--- config.mk ---
export PLATFORM = sky130hd
export DESIGN_NAME = aat_aux_ctrl
export DESIGN_NICKNAME = d
export VERILOG_FILES = /design/src/aat_aux_ctrl.v
export VERILOG_INCLUDE_DIRS = /design/src
export SDC_FILE = /design/constraint.sdc
export NUM_CORES = 1
export LEC_CHECK = 0
export BUFFER_PORTS_ARGS = -buffer_cell sky130_fd_sc_hd__buf_2
export CORE_ASPECT_RATIO = 1.75
export CORE_MARGIN = 10
export CORE_UTILIZATION = 46
export DETAILED_ROUTE_END_ITERATION = 12
export MAX_ROUTING_LAYER = met4
export PLACE_DENSITY = 0.9
export SYNTH_ARGS = -nofsm -noshare
export SYNTH_HDL_FRONTEND = slang
export SYNTH_SLANG_ARGS = --single-unit
--- constraint.sdc ---
create_clock -name core_clk_i -period 1.8 [get_ports core_clk_i]
set_input_delay 0.36 -clock core_clk_i [delete_from_list [all_inputs] [get_ports core_clk_i]]
set_output_delay 0.36 -clock core_clk_i [all_outputs]
set_load 0.1 [all_outputs]
--- src/aat_defines.vh ---
`ifndef AAT_DEFINES_VH
`define AAT_DEFINES_VH

// number of interrupt event sources
`define AAT_NUM_EVT 8
// least high time of the block-start input, in output master clock cycles
`define AAT_BLK_MIN_HIGH_CYC 3
// counter width for the block-start qualifier
`define AAT_BLK_CNT_W 2
// counter value at which the least high time is met
`define AAT_BLK_QUAL_CNT 2'h2
// transmit source select encodings
`define AAT_SRC_SERIAL 1'b0
`define AAT_SRC_AUX 1'b1
// user-data pin direction encodings
`define AAT_UDIR_INPUT 1'b0
`define AAT_UDIR_OUTPUT 1'b1
// block-start pin direction encodings
`define AAT_BDIR_INPUT 1'b0
`define AAT_BDIR_OUTPUT 1'b1
// reset values
`define AAT_STAT_RST 8'h00
`define AAT_UDIR_RST 1'b0

`endif

--- src/aat_aux_ctrl.v ---
// Summary of operation
// RULE1 - in two-wire mode the third address pin gives control address bit 2
// RULE2 - accept pre-encoded biphase input as alternate transmit source
// RULE3 - each interrupt event source has its own mask bit
// RULE4 - readable status shows which events caused the interrupt
// RULE5 - configuration picks interrupt polarity and push-pull or open-drain drive
// RULE6 - interrupt drops only after status read and all status bits zero
// RULE7 - block-start output is high for first sub-frame of each block
// RULE8 - block-start input high three cycles restarts block at next sub-frame
// RULE9 - user pin as input supplies transmitted user bits
// RULE10 - user pin as output selects internal buffer and drives it out
// RULE11 - user pin direction resets to input
// RULE12 - hardware/software pin high enters standalone hardware mode
// RULE13 - hardware mode gives pins alternate roles and reduces configuration
// RULE14 - hardware mode routes serial audio input to transmitter
// RULE15 - falling edge on address-0/select pin switches to four-wire mode
// RULE16 - in hardware mode direction pin sets block-start pin direction
// RULE17 - block-start input synchronised before its high time is qualified
`timescale 1ns/1ps
`include "aat_defines.vh"

module aat_aux_ctrl (
  // clock and reset
  input wire core_clk_i,
  input wire rst_b_i,
  // mode pins
  input wire hw_sw_sel_pin_i,
  input wire addr0_or_select_pin_i,
  input wire ctrl_addr_bit2_pin_i,
  input wire block_start_dir_pin_i,
  // software configuration
  input wire aux_src_sel_i,
  input wire blk_dir_out_i,
  input wire user_pin_dir_bit_i,
  input wire [`AAT_NUM_EVT-1:0] int_mask_i,
  input wire int_pol_high_i,
  input wire int_open_drain_i,
  input wire int_stat_rd_i,
  // event sources
  input wire [`AAT_NUM_EVT-1:0] evt_i,
  // transmitter framing
  input wire sf_strobe_i,
  input wire cs_blk_begin_i,
  // audio sources
  input wire aux_biphase_input_i,
  input wire user_buf_bit_i,
  // pins
  input wire cs_block_start_pin_i,
  input wire user_pin_i,
  // mode status
  output reg hw_mode_o,
  output reg spi_mode_o,
  output reg ctrl_addr_bit2_o,
  // transmit source
  output reg tx_src_o,
  output reg aux_biphase_o,
  output reg user_bit_tx_o,
  // interrupt
  output reg [`AAT_NUM_EVT-1:0] int_stat_o,
  output reg int_pin_o,
  output reg int_pin_oe_o,
  // block start
  output reg cs_block_start_pin_o,
  output reg cs_block_start_pin_oe_o,
  output reg cs_blk_restart_o,
  // user pin
  output reg user_pin_o,
  output reg user_pin_oe_o
);

  reg strap_done_r;
  reg hw_mode_r;
  reg addr0_prev_r;
  reg spi_mode_r;
  reg [`AAT_NUM_EVT-1:0] stat_r;
  reg [`AAT_NUM_EVT-1:0] stat_nxt;
  reg int_act_r;
  reg int_act_nxt;
  reg rd_seen_r;
  reg rd_seen_nxt;
  reg blk_sync1_r;
  reg blk_sync2_r;
  reg [`AAT_BLK_CNT_W-1:0] blk_cnt_r;
  reg blk_pend_r;
  reg first_sf_r;
  reg user_dir_r;
  wire blk_dir_out;
  wire user_dir_out;
  wire blk_qual;
  wire int_level;

  // strap caught on first clock after reset release
  always @(posedge core_clk_i or negedge rst_b_i)
  begin
    if (!rst_b_i)
    begin
      strap_done_r <= 1'b0;
      hw_mode_r <= 1'b0;
    end
    else if (!strap_done_r)
    begin
      strap_done_r <= 1'b1;
      hw_mode_r <= hw_sw_sel_pin_i; // [RULE12]
    end
  end

  // control port mode select
  always @(posedge core_clk_i or negedge rst_b_i)
  begin
    if (!rst_b_i)
    begin
      addr0_prev_r <= 1'b0;
      spi_mode_r <= 1'b0;
    end
    else
    begin
      addr0_prev_r <= addr0_or_select_pin_i;
      if (strap_done_r && !hw_mode_r && addr0_prev_r && !addr0_or_select_pin_i)
        spi_mode_r <= 1'b1; // [RULE15]
    end
  end

  // hardware mode overrides directions
  assign blk_dir_out = hw_mode_r ? block_start_dir_pin_i : blk_dir_out_i; // [RULE16] [RULE13]
  assign user_dir_out = hw_mode_r ? `AAT_UDIR_INPUT : user_dir_r; // [RULE13]

  // sticky status, set wins over read clear
  always @*
  begin
    stat_nxt = stat_r;
    rd_seen_nxt = rd_seen_r;
    int_act_nxt = int_act_r;
    if (int_stat_rd_i)
      stat_nxt = {`AAT_NUM_EVT{1'b0}};
    stat_nxt = stat_nxt | evt_i; // [RULE4]
    if (int_stat_rd_i && int_act_r)
      rd_seen_nxt = 1'b1;
    if (|(stat_r & int_mask_i))
      int_act_nxt = 1'b1; // [RULE3]
    else if (int_act_r && rd_seen_r && stat_r == `AAT_STAT_RST)
    begin
      int_act_nxt = 1'b0; // [RULE6]
      rd_seen_nxt = 1'b0;
    end
    if (hw_mode_r)
    begin
      int_act_nxt = 1'b0;
      rd_seen_nxt = 1'b0;
    end
  end

  always @(posedge core_clk_i or negedge rst_b_i)
  begin
    if (!rst_b_i)
    begin
      stat_r <= `AAT_STAT_RST;
      int_act_r <= 1'b0;
      rd_seen_r <= 1'b0;
    end
    else
    begin
      stat_r <= stat_nxt;
      int_act_r <= int_act_nxt;
      rd_seen_r <= rd_seen_nxt;
    end
  end

  // asserted level follows polarity
  assign int_level = int_act_nxt ? int_pol_high_i : ~int_pol_high_i; // [RULE5]

  // user direction, input after reset
  always @(posedge core_clk_i or negedge rst_b_i)
  begin
    if (!rst_b_i)
      user_dir_r <= `AAT_UDIR_RST; // [RULE11]
    else
      user_dir_r <= user_pin_dir_bit_i;
  end

  // block-start input synchroniser and width qualifier
  always @(posedge core_clk_i or negedge rst_b_i)
  begin
    if (!rst_b_i)
    begin
      blk_sync1_r <= 1'b0;
      blk_sync2_r <= 1'b0;
    end
    else
    begin
      blk_sync1_r <= cs_block_start_pin_i; // [RULE17]
      blk_sync2_r <= blk_sync1_r;
    end
  end

  assign blk_qual = (blk_cnt_r == `AAT_BLK_QUAL_CNT) && blk_sync2_r;

  always @(posedge core_clk_i or negedge rst_b_i)
  begin
    if (!rst_b_i)
    begin
      blk_cnt_r <= {`AAT_BLK_CNT_W{1'b0}};
      blk_pend_r <= 1'b0;
      cs_blk_restart_o <= 1'b0;
    end
    else
    begin
      cs_blk_restart_o <= 1'b0;
      if (blk_dir_out != `AAT_BDIR_INPUT || !blk_sync2_r)
        blk_cnt_r <= {`AAT_BLK_CNT_W{1'b0}};
      else if (blk_cnt_r != `AAT_BLK_QUAL_CNT)
        blk_cnt_r <= blk_cnt_r + 1'b1;
      if (blk_dir_out != `AAT_BDIR_INPUT)
        blk_pend_r <= 1'b0;
      else if (sf_strobe_i && (blk_pend_r || blk_qual))
      begin
        blk_pend_r <= 1'b0;
        cs_blk_restart_o <= 1'b1; // [RULE8]
      end
      else if (blk_qual)
        blk_pend_r <= 1'b1; // [RULE8]
    end
  end

  // first sub-frame of block tracker
  always @(posedge core_clk_i or negedge rst_b_i)
  begin
    if (!rst_b_i)
      first_sf_r <= 1'b0;
    else if (sf_strobe_i)
      first_sf_r <= cs_blk_begin_i; // [RULE7]
  end

  // registered outputs
  always @(posedge core_clk_i or negedge rst_b_i)
  begin
    if (!rst_b_i)
    begin
      hw_mode_o <= 1'b0;
      spi_mode_o <= 1'b0;
      ctrl_addr_bit2_o <= 1'b0;
      tx_src_o <= `AAT_SRC_SERIAL;
      aux_biphase_o <= 1'b0;
      user_bit_tx_o <= 1'b0;
      int_stat_o <= `AAT_STAT_RST;
      int_pin_o <= 1'b0;
      int_pin_oe_o <= 1'b0;
      cs_block_start_pin_o <= 1'b0;
      cs_block_start_pin_oe_o <= 1'b0;
      user_pin_o <= 1'b0;
      user_pin_oe_o <= 1'b0;
    end
    else
    begin
      hw_mode_o <= hw_mode_r;
      spi_mode_o <= spi_mode_r;
      ctrl_addr_bit2_o <= (!spi_mode_r && !hw_mode_r) ? ctrl_addr_bit2_pin_i : 1'b0; // [RULE1]
      tx_src_o <= hw_mode_r ? `AAT_SRC_SERIAL : aux_src_sel_i; // [RULE14] [RULE2]
      aux_biphase_o <= aux_biphase_input_i; // [RULE2]
      user_bit_tx_o <= (user_dir_out == `AAT_UDIR_OUTPUT) ?
        user_buf_bit_i : user_pin_i; // [RULE9] [RULE10]
      int_stat_o <= stat_nxt;
      if (int_open_drain_i)
      begin
        int_pin_o <= 1'b0;
        int_pin_oe_o <= ~int_level; // [RULE5]
      end
      else
      begin
        int_pin_o <= int_level;
        int_pin_oe_o <= 1'b1;
      end
      cs_block_start_pin_oe_o <= (blk_dir_out == `AAT_BDIR_OUTPUT);
      cs_block_start_pin_o <= (blk_dir_out == `AAT_BDIR_OUTPUT) &&
        (sf_strobe_i ? cs_blk_begin_i : first_sf_r); // [RULE7]
      user_pin_oe_o <= (user_dir_out == `AAT_UDIR_OUTPUT); // [RULE10]
      user_pin_o <= (user_dir_out == `AAT_UDIR_OUTPUT) ? user_buf_bit_i : 1'b0;
    end
  end

endmodule // aat_aux_ctrl

==> results.toml, run 1 <==
[detailed_routing]
vias = 923
dr.pass1.iters = 4
via_per_inst = 5.21
totalWireLength_um = 3170
wire_per_inst_um = 17.9
antenna_left = 0
drtIter0Drc = 34
drc = 0

[timing]
finalMaxSlewViolations = 0
finalHoldViolCount = 0
max_freq_mhz = 634
setup_tns_ps = 0
final.period_utilization_pct = 87.6
relSlewSlack_pct = 52.3
final.min_clock_period_ps = 1580
clock_skew_ps = 5.20
rsz0062_at_grt = "false"
worst_slew_pin_slew_ps = 715
setup_violations = 0
whs_ps = 126

[placed_design]
place.gp.congestion = 0.808
io_buffers = 54
dp_hpwl_um = 2570

[synth]
synth_cells = 88
avgSynthCellArea_um2 = 14.5
yosysSeqAreaShare_pct = 66.6
syn-cell-area_um2 = 1280
synth_top_area_share_pct = 66.6
ys.flop_type = "dfrtp_1"
synth_fp_nets = 123
yosysTopAreaCell = "dfrtp_1"
synth_area_leaders = "dfrtp_1 67%, a21o_1 4.1%, mux2_2 3.5%"
ys_warn_count = 0
yosys_register_bits = 34
synthArstFlopShare_pct = 100
yosysUniqueCellTypes = 25
synth-edff-count = 0

[die]
row_count = 25
dieArea_um2 = 5370
core_um2 = 2690
fp.dieW_um = 59.8
ios = 55
die_h_um = 89.7
start_util_pct = 47.5

[run]
max_cap_viol_count = 0

[hold_path]
hold_path_class = "primary input to asynchronous set/reset pin"

[worst_setup_path]
critPathKind = "register to register"
start_kind = "register"
cp.required_ps = 1970
cp-end-kind = "register"
crit_fanout = 4
arrival_ps = 1750

[clock_tree]
clkSlewWorstSetupHoldPaths_ps = 70
cts_resized = 0
cts.sinks = 34
cts_setup_buffers = 0
cts_max_level = 2
cts_tree = "yes"
cts_made_buffers = 5
holdBufCountCts = 0
ctsRootBufferMaster = "clkbuf_8"
clock_latency_ps = 290
clockBufferDepth = 2

[cells_and_area]
drive_above_1_share_pct = 54.7
final_common_cell = "buf_2"
antenna-diode-count = 0
top_register = "int_stat_o"
area_delta_synth_final_pct = 35.4
reg_top3 = "int_stat_o x8, blk_cnt_r x2"
largest_reg_flops = 8
mostFrequentLayoutCells = "54 x buf_2, 26 x dfrtp_1, 8 x dfrtp_2, 7 x inv_1, 7 x a21o_1"
num-nets-final = 184

[grt]
grt_overflow = 0
grt_max_degree = 35
grt_use_total_pct = 12.9
antenna_found_initial = 0
grt_pass1_vias = 1011
grt_pass1_wl_um = 5120

[power]
vdd_drop_max_uv = 839
powerDensity_nw_per_um2 = 1240
p_leak_uw = 0.000862

[status]
status = "finished, final reports clean"
[through the flow]
stage	setup WS (ps)	utilization, %	cells	power [uW]	area [um^2]
floorplan	47.4	-	88	1210	1290
global placement	248	59.2	169	1320	1590
detailed placement	210	59.2	169	1330	1590
CTS	206	64.3	177	2160	1730
global route	144	64.3	177	2220	1730
finish	223	64.3	177	2150	1730
[worst paths after layout]
check,from,endpoint,slack [ps],cells past startpoint
max,int_stat_o[2],int_pin_oe_o,220,4
min,rst_b_i,blk_cnt_r[1],130,1
max reg2reg,int_stat_o[2],int_pin_oe_o,220,4
min reg2reg,blk_sync1_r,blk_sync2_r,360,0
max in group asynchronous,rst_b_i,int_stat_o[7],1170,1
min in group core_clk_i,aux_biphase_input_i,aux_biphase_o,180,1
[layout make-up]
cell class / instances / area [um^2]
inverters: 7 / 26.3
flip-flops and latches: 34 / 861
clock buffers: 5 / 68.8
multi-input cells: 47 / 400
clock inverters: 3 / 68.8
repair buffers: 54 / 270
fillers: 208 / 961
well taps: 27 / 33.8
[routing by layer]
layer | wire length [um] | GRT usage (%)
met3 | 297 | 5.21
met1 | 1190 | 13.0
met4 | 72 | 6.20
met5 | 0 | -
met2 | 1610 | 20.7
[kinds of logic after synthesis]
group           synth area share [%]
flops                           66.6
compound gates                  12.6
simple gates                    10.9
buf+inv                         2.06
mux                             5.88
fa+ha+maj                      0.979
other cells                    0.294
xor+xnor                       0.686
[synthesized netlist by cell type (2+ instances only)]
| cell type | number |
|---|---|
| a21o_1 | 7 |
| a21oi_1 | 2 |
| a22oi_1 | 4 |
| a31oi_1 | 2 |
| and2_1 | 2 |
| dfrtp_1 | 34 |
| inv_1 | 7 |
| mux2_2 | 4 |
| mux2_4 | 2 |
| nor2_1 | 5 |
| nor2b_1 | 3 |
| nor3b_1 | 2 |
| nor4_4 | 2 |
[critical path, cell delays in order (launching register included)]
cell	delay (ps)
dfrtp_2	430
nor4_4	320
nand3_2	140
a31oi_4	260
mux2_4	320
[where the power goes]
group / total [uW] / switching [uW] / internal [uW]
logic: 446 / 344 / 102
clock network: 833 / 279 / 555
registers: 866 / 44.5 / 821
Note: power is estimated with default switching activity, not from simulation.
==> run 2, diff against run 1 <==
--- a/config.mk
+++ b/config.mk
@@ -7,9 +7,11 @@
 export NUM_CORES = 1
 export LEC_CHECK = 0
 export BUFFER_PORTS_ARGS = -buffer_cell sky130_fd_sc_hd__buf_2
+export CELL_PAD_IN_SITES_DETAIL_PLACEMENT = 1
+export CELL_PAD_IN_SITES_GLOBAL_PLACEMENT = 1
 export CORE_ASPECT_RATIO = 1.75
 export CORE_MARGIN = 10
-export CORE_UTILIZATION = 46
+export CORE_UTILIZATION = 36
 export DETAILED_ROUTE_END_ITERATION = 12
 export MAX_ROUTING_LAYER = met4
 export PLACE_DENSITY = 0.9
==> run 2 against run 1 <==
Effect of this change:
- wire length up 9.4%
- largest cell class unchanged
- non-clock buffer count unchanged
- utilization down 14 points
- cell area down 1.4%
- global-route usage down 1.4 points
- via count down 0.11%
- die area up 20%
- critical path depth unchanged
- flip-flop and latch count unchanged
- combinational power about the same
- first-iteration DRC count down 79%
- critical path type unchanged
==> results.toml, run 2 (synthesized netlist as in run 1, its figures left out) <==
[status]
status = "finished, final reports clean"

[worst_setup_path]
cp.required_ps = 1970
rr_startpoint = "int_stat_o[2]"
crit_slowest_cell = "dfrtp_2"
cp-end-kind = "register"
start_kind = "register"
path_cells = "nor4_4 -> nand3_2 -> a31oi_4 -> mux2_4"
max_stage_delay_ps = 440
cpLargestDelayFamily = "simple AND/OR/NAND/NOR gates"
crit_fanout = 4
critPathKind = "register to register"
critPathLaunch = "int_stat_o[2]"
arrival_ps = 1750
critPathBufInv = 0

[grt]
antenna_found_initial = 0
grt_overflow = 0
grt_max_degree = 35
grt_use_total_pct = 11.6
grt_pass1_wl_um = 5410
grt_pass1_vias = 1079

[timing]
worst_slew_pin_slew_ps = 729
finalMaxSlewViolations = 0
rsz0062_at_grt = "false"
relSlewSlack_pct = 51.4
setup_tns_ps = 0
setup_slack_ps = 215
final.period_utilization_pct = 88.0
setup_violations = 0
finalHoldViolCount = 0
clock_skew_ps = 6.21
final.min_clock_period_ps = 1580
max_freq_mhz = 631

[detailed_routing]
drtIter0Drc = 7
antenna_left = 0
dr.pass1.iters = 3
wire_per_inst_um = 17.8
via_per_inst = 4.73
vias = 922
drc = 0
totalWireLength_um = 3470

[cells_and_area]
area_delta_synth_final_pct = 33.5
final_common_cell = "buf_2"
mostFrequentLayoutCells = "54 x buf_2, 26 x dfrtp_1, 8 x dfrtp_2, 7 x inv_1, 7 x a21o_1"
largest_reg_flops = 8
antenna-diode-count = 0
final_cells = 195
final_cell_area_um2 = 1710
num-nets-final = 184
drive_above_1_share_pct = 54.0
fillers = 386
reg_top3 = "int_stat_o x8, blk_cnt_r x2"
top_register = "int_stat_o"

[power]
powerDensity_nw_per_um2 = 1110
vdd_drop_max_uv = 645
pwr-share-seq_pct = 46.1
power_frac_clock_pct = 30.2
switching_share_pct = 34.7
p_int_uw = 1230
power.total_uw = 1890
p_sw_uw = 653
p_leak_uw = 0.000842
comb_power_share_pct = 23.8

[clock_tree]
clockBufferDepth = 2
cts_tree = "yes"
clkSlewWorstSetupHoldPaths_ps = 70
cts_max_level = 2
ctsRootBufferMaster = "clkbuf_8"
holdBufCountCts = 0
cts_resized = 0
cts_setup_buffers = 0
cts_made_buffers = 5
cts.sinks = 34
clock_latency_ps = 290

[placed_design]
dp_hpwl_um = 2830
dpl.cell_count = 187
postPlaceCellArea_um2 = 1610
io_buffers = 54
place_ws_ps = 223
place.gp.congestion = 0.755

[die]
row_count = 28
ios = 55
dieArea_um2 = 6430
fp.dieW_um = 65.0
start_util_pct = 37.6
core_um2 = 3400
die_h_um = 98.8

[run]
max_cap_viol_count = 0

[hold_path]
hold_path_class = "primary input to asynchronous set/reset pin"
run 2: layout make-up:
class,instances,area (um^2),share of cell area (%)
clock buffer,7,86.3,5.06
clock inverter,1,5.00,0.293
inverter,7,26.3,1.54
multi-input combinational,47,400,23.5
sequential,34,861,50.5
tap,45,56.3,3.30
timing repair buffer,54,270,15.8
run 2: through the flow:
stage / util (%) / hold WS, ps
6_report: 50.2 / 128
5_1_grt: 50.2 / 167
4_1_cts: 50.2 / 151
3_5_place_dp: 47.5 / 352
3_3_place_gp: 47.5 / 344
2_1_floorplan: - / 64.4
run 2: path summary, 6_finish.rpt:
path | cells past startpoint | to | slack, ps
setup / recovery | 4 | int_pin_oe_o | 220
hold / removal | 1 | int_stat_o[7] | 130
setup reg to reg | 4 | int_pin_oe_o | 220
hold reg to reg | 0 | blk_sync2_r | 370
max in group asynchronous | 1 | int_stat_o[3] | 1160
min in group core_clk_i | 1 | blk_sync1_r | 170
run 2: worst reg2reg max path, stage by stage (launching register included):
cell and delay, ps:
dfrtp_2 440, nor4_4 320, nand3_2 130, a31oi_4 250, mux2_4 320
run 2: routing by layer:
| metal | routed length, um | share of wire [%] | track usage [%] |
|---|---|---|---|
| met1 | 1100 | 32 | 9.54 |
| met2 | 2040 | 59 | 20.8 |
| met4 | 77 | 2.2 | 6.29 |
| met5 | 0 | 0 | - |
| met3 | 251 | 7.2 | 4.76 |
run 2: power groups by stage:
stage,Sequential [uW],Clock (uW),Combinational [uW]
6_report,869,569,448
5_1_grt,876,621,470
4_1_cts,869,584,454
3_5_place_dp,883,0,452
3_3_place_gp,879,0,439
2_1_floorplan,1120,0,85.4
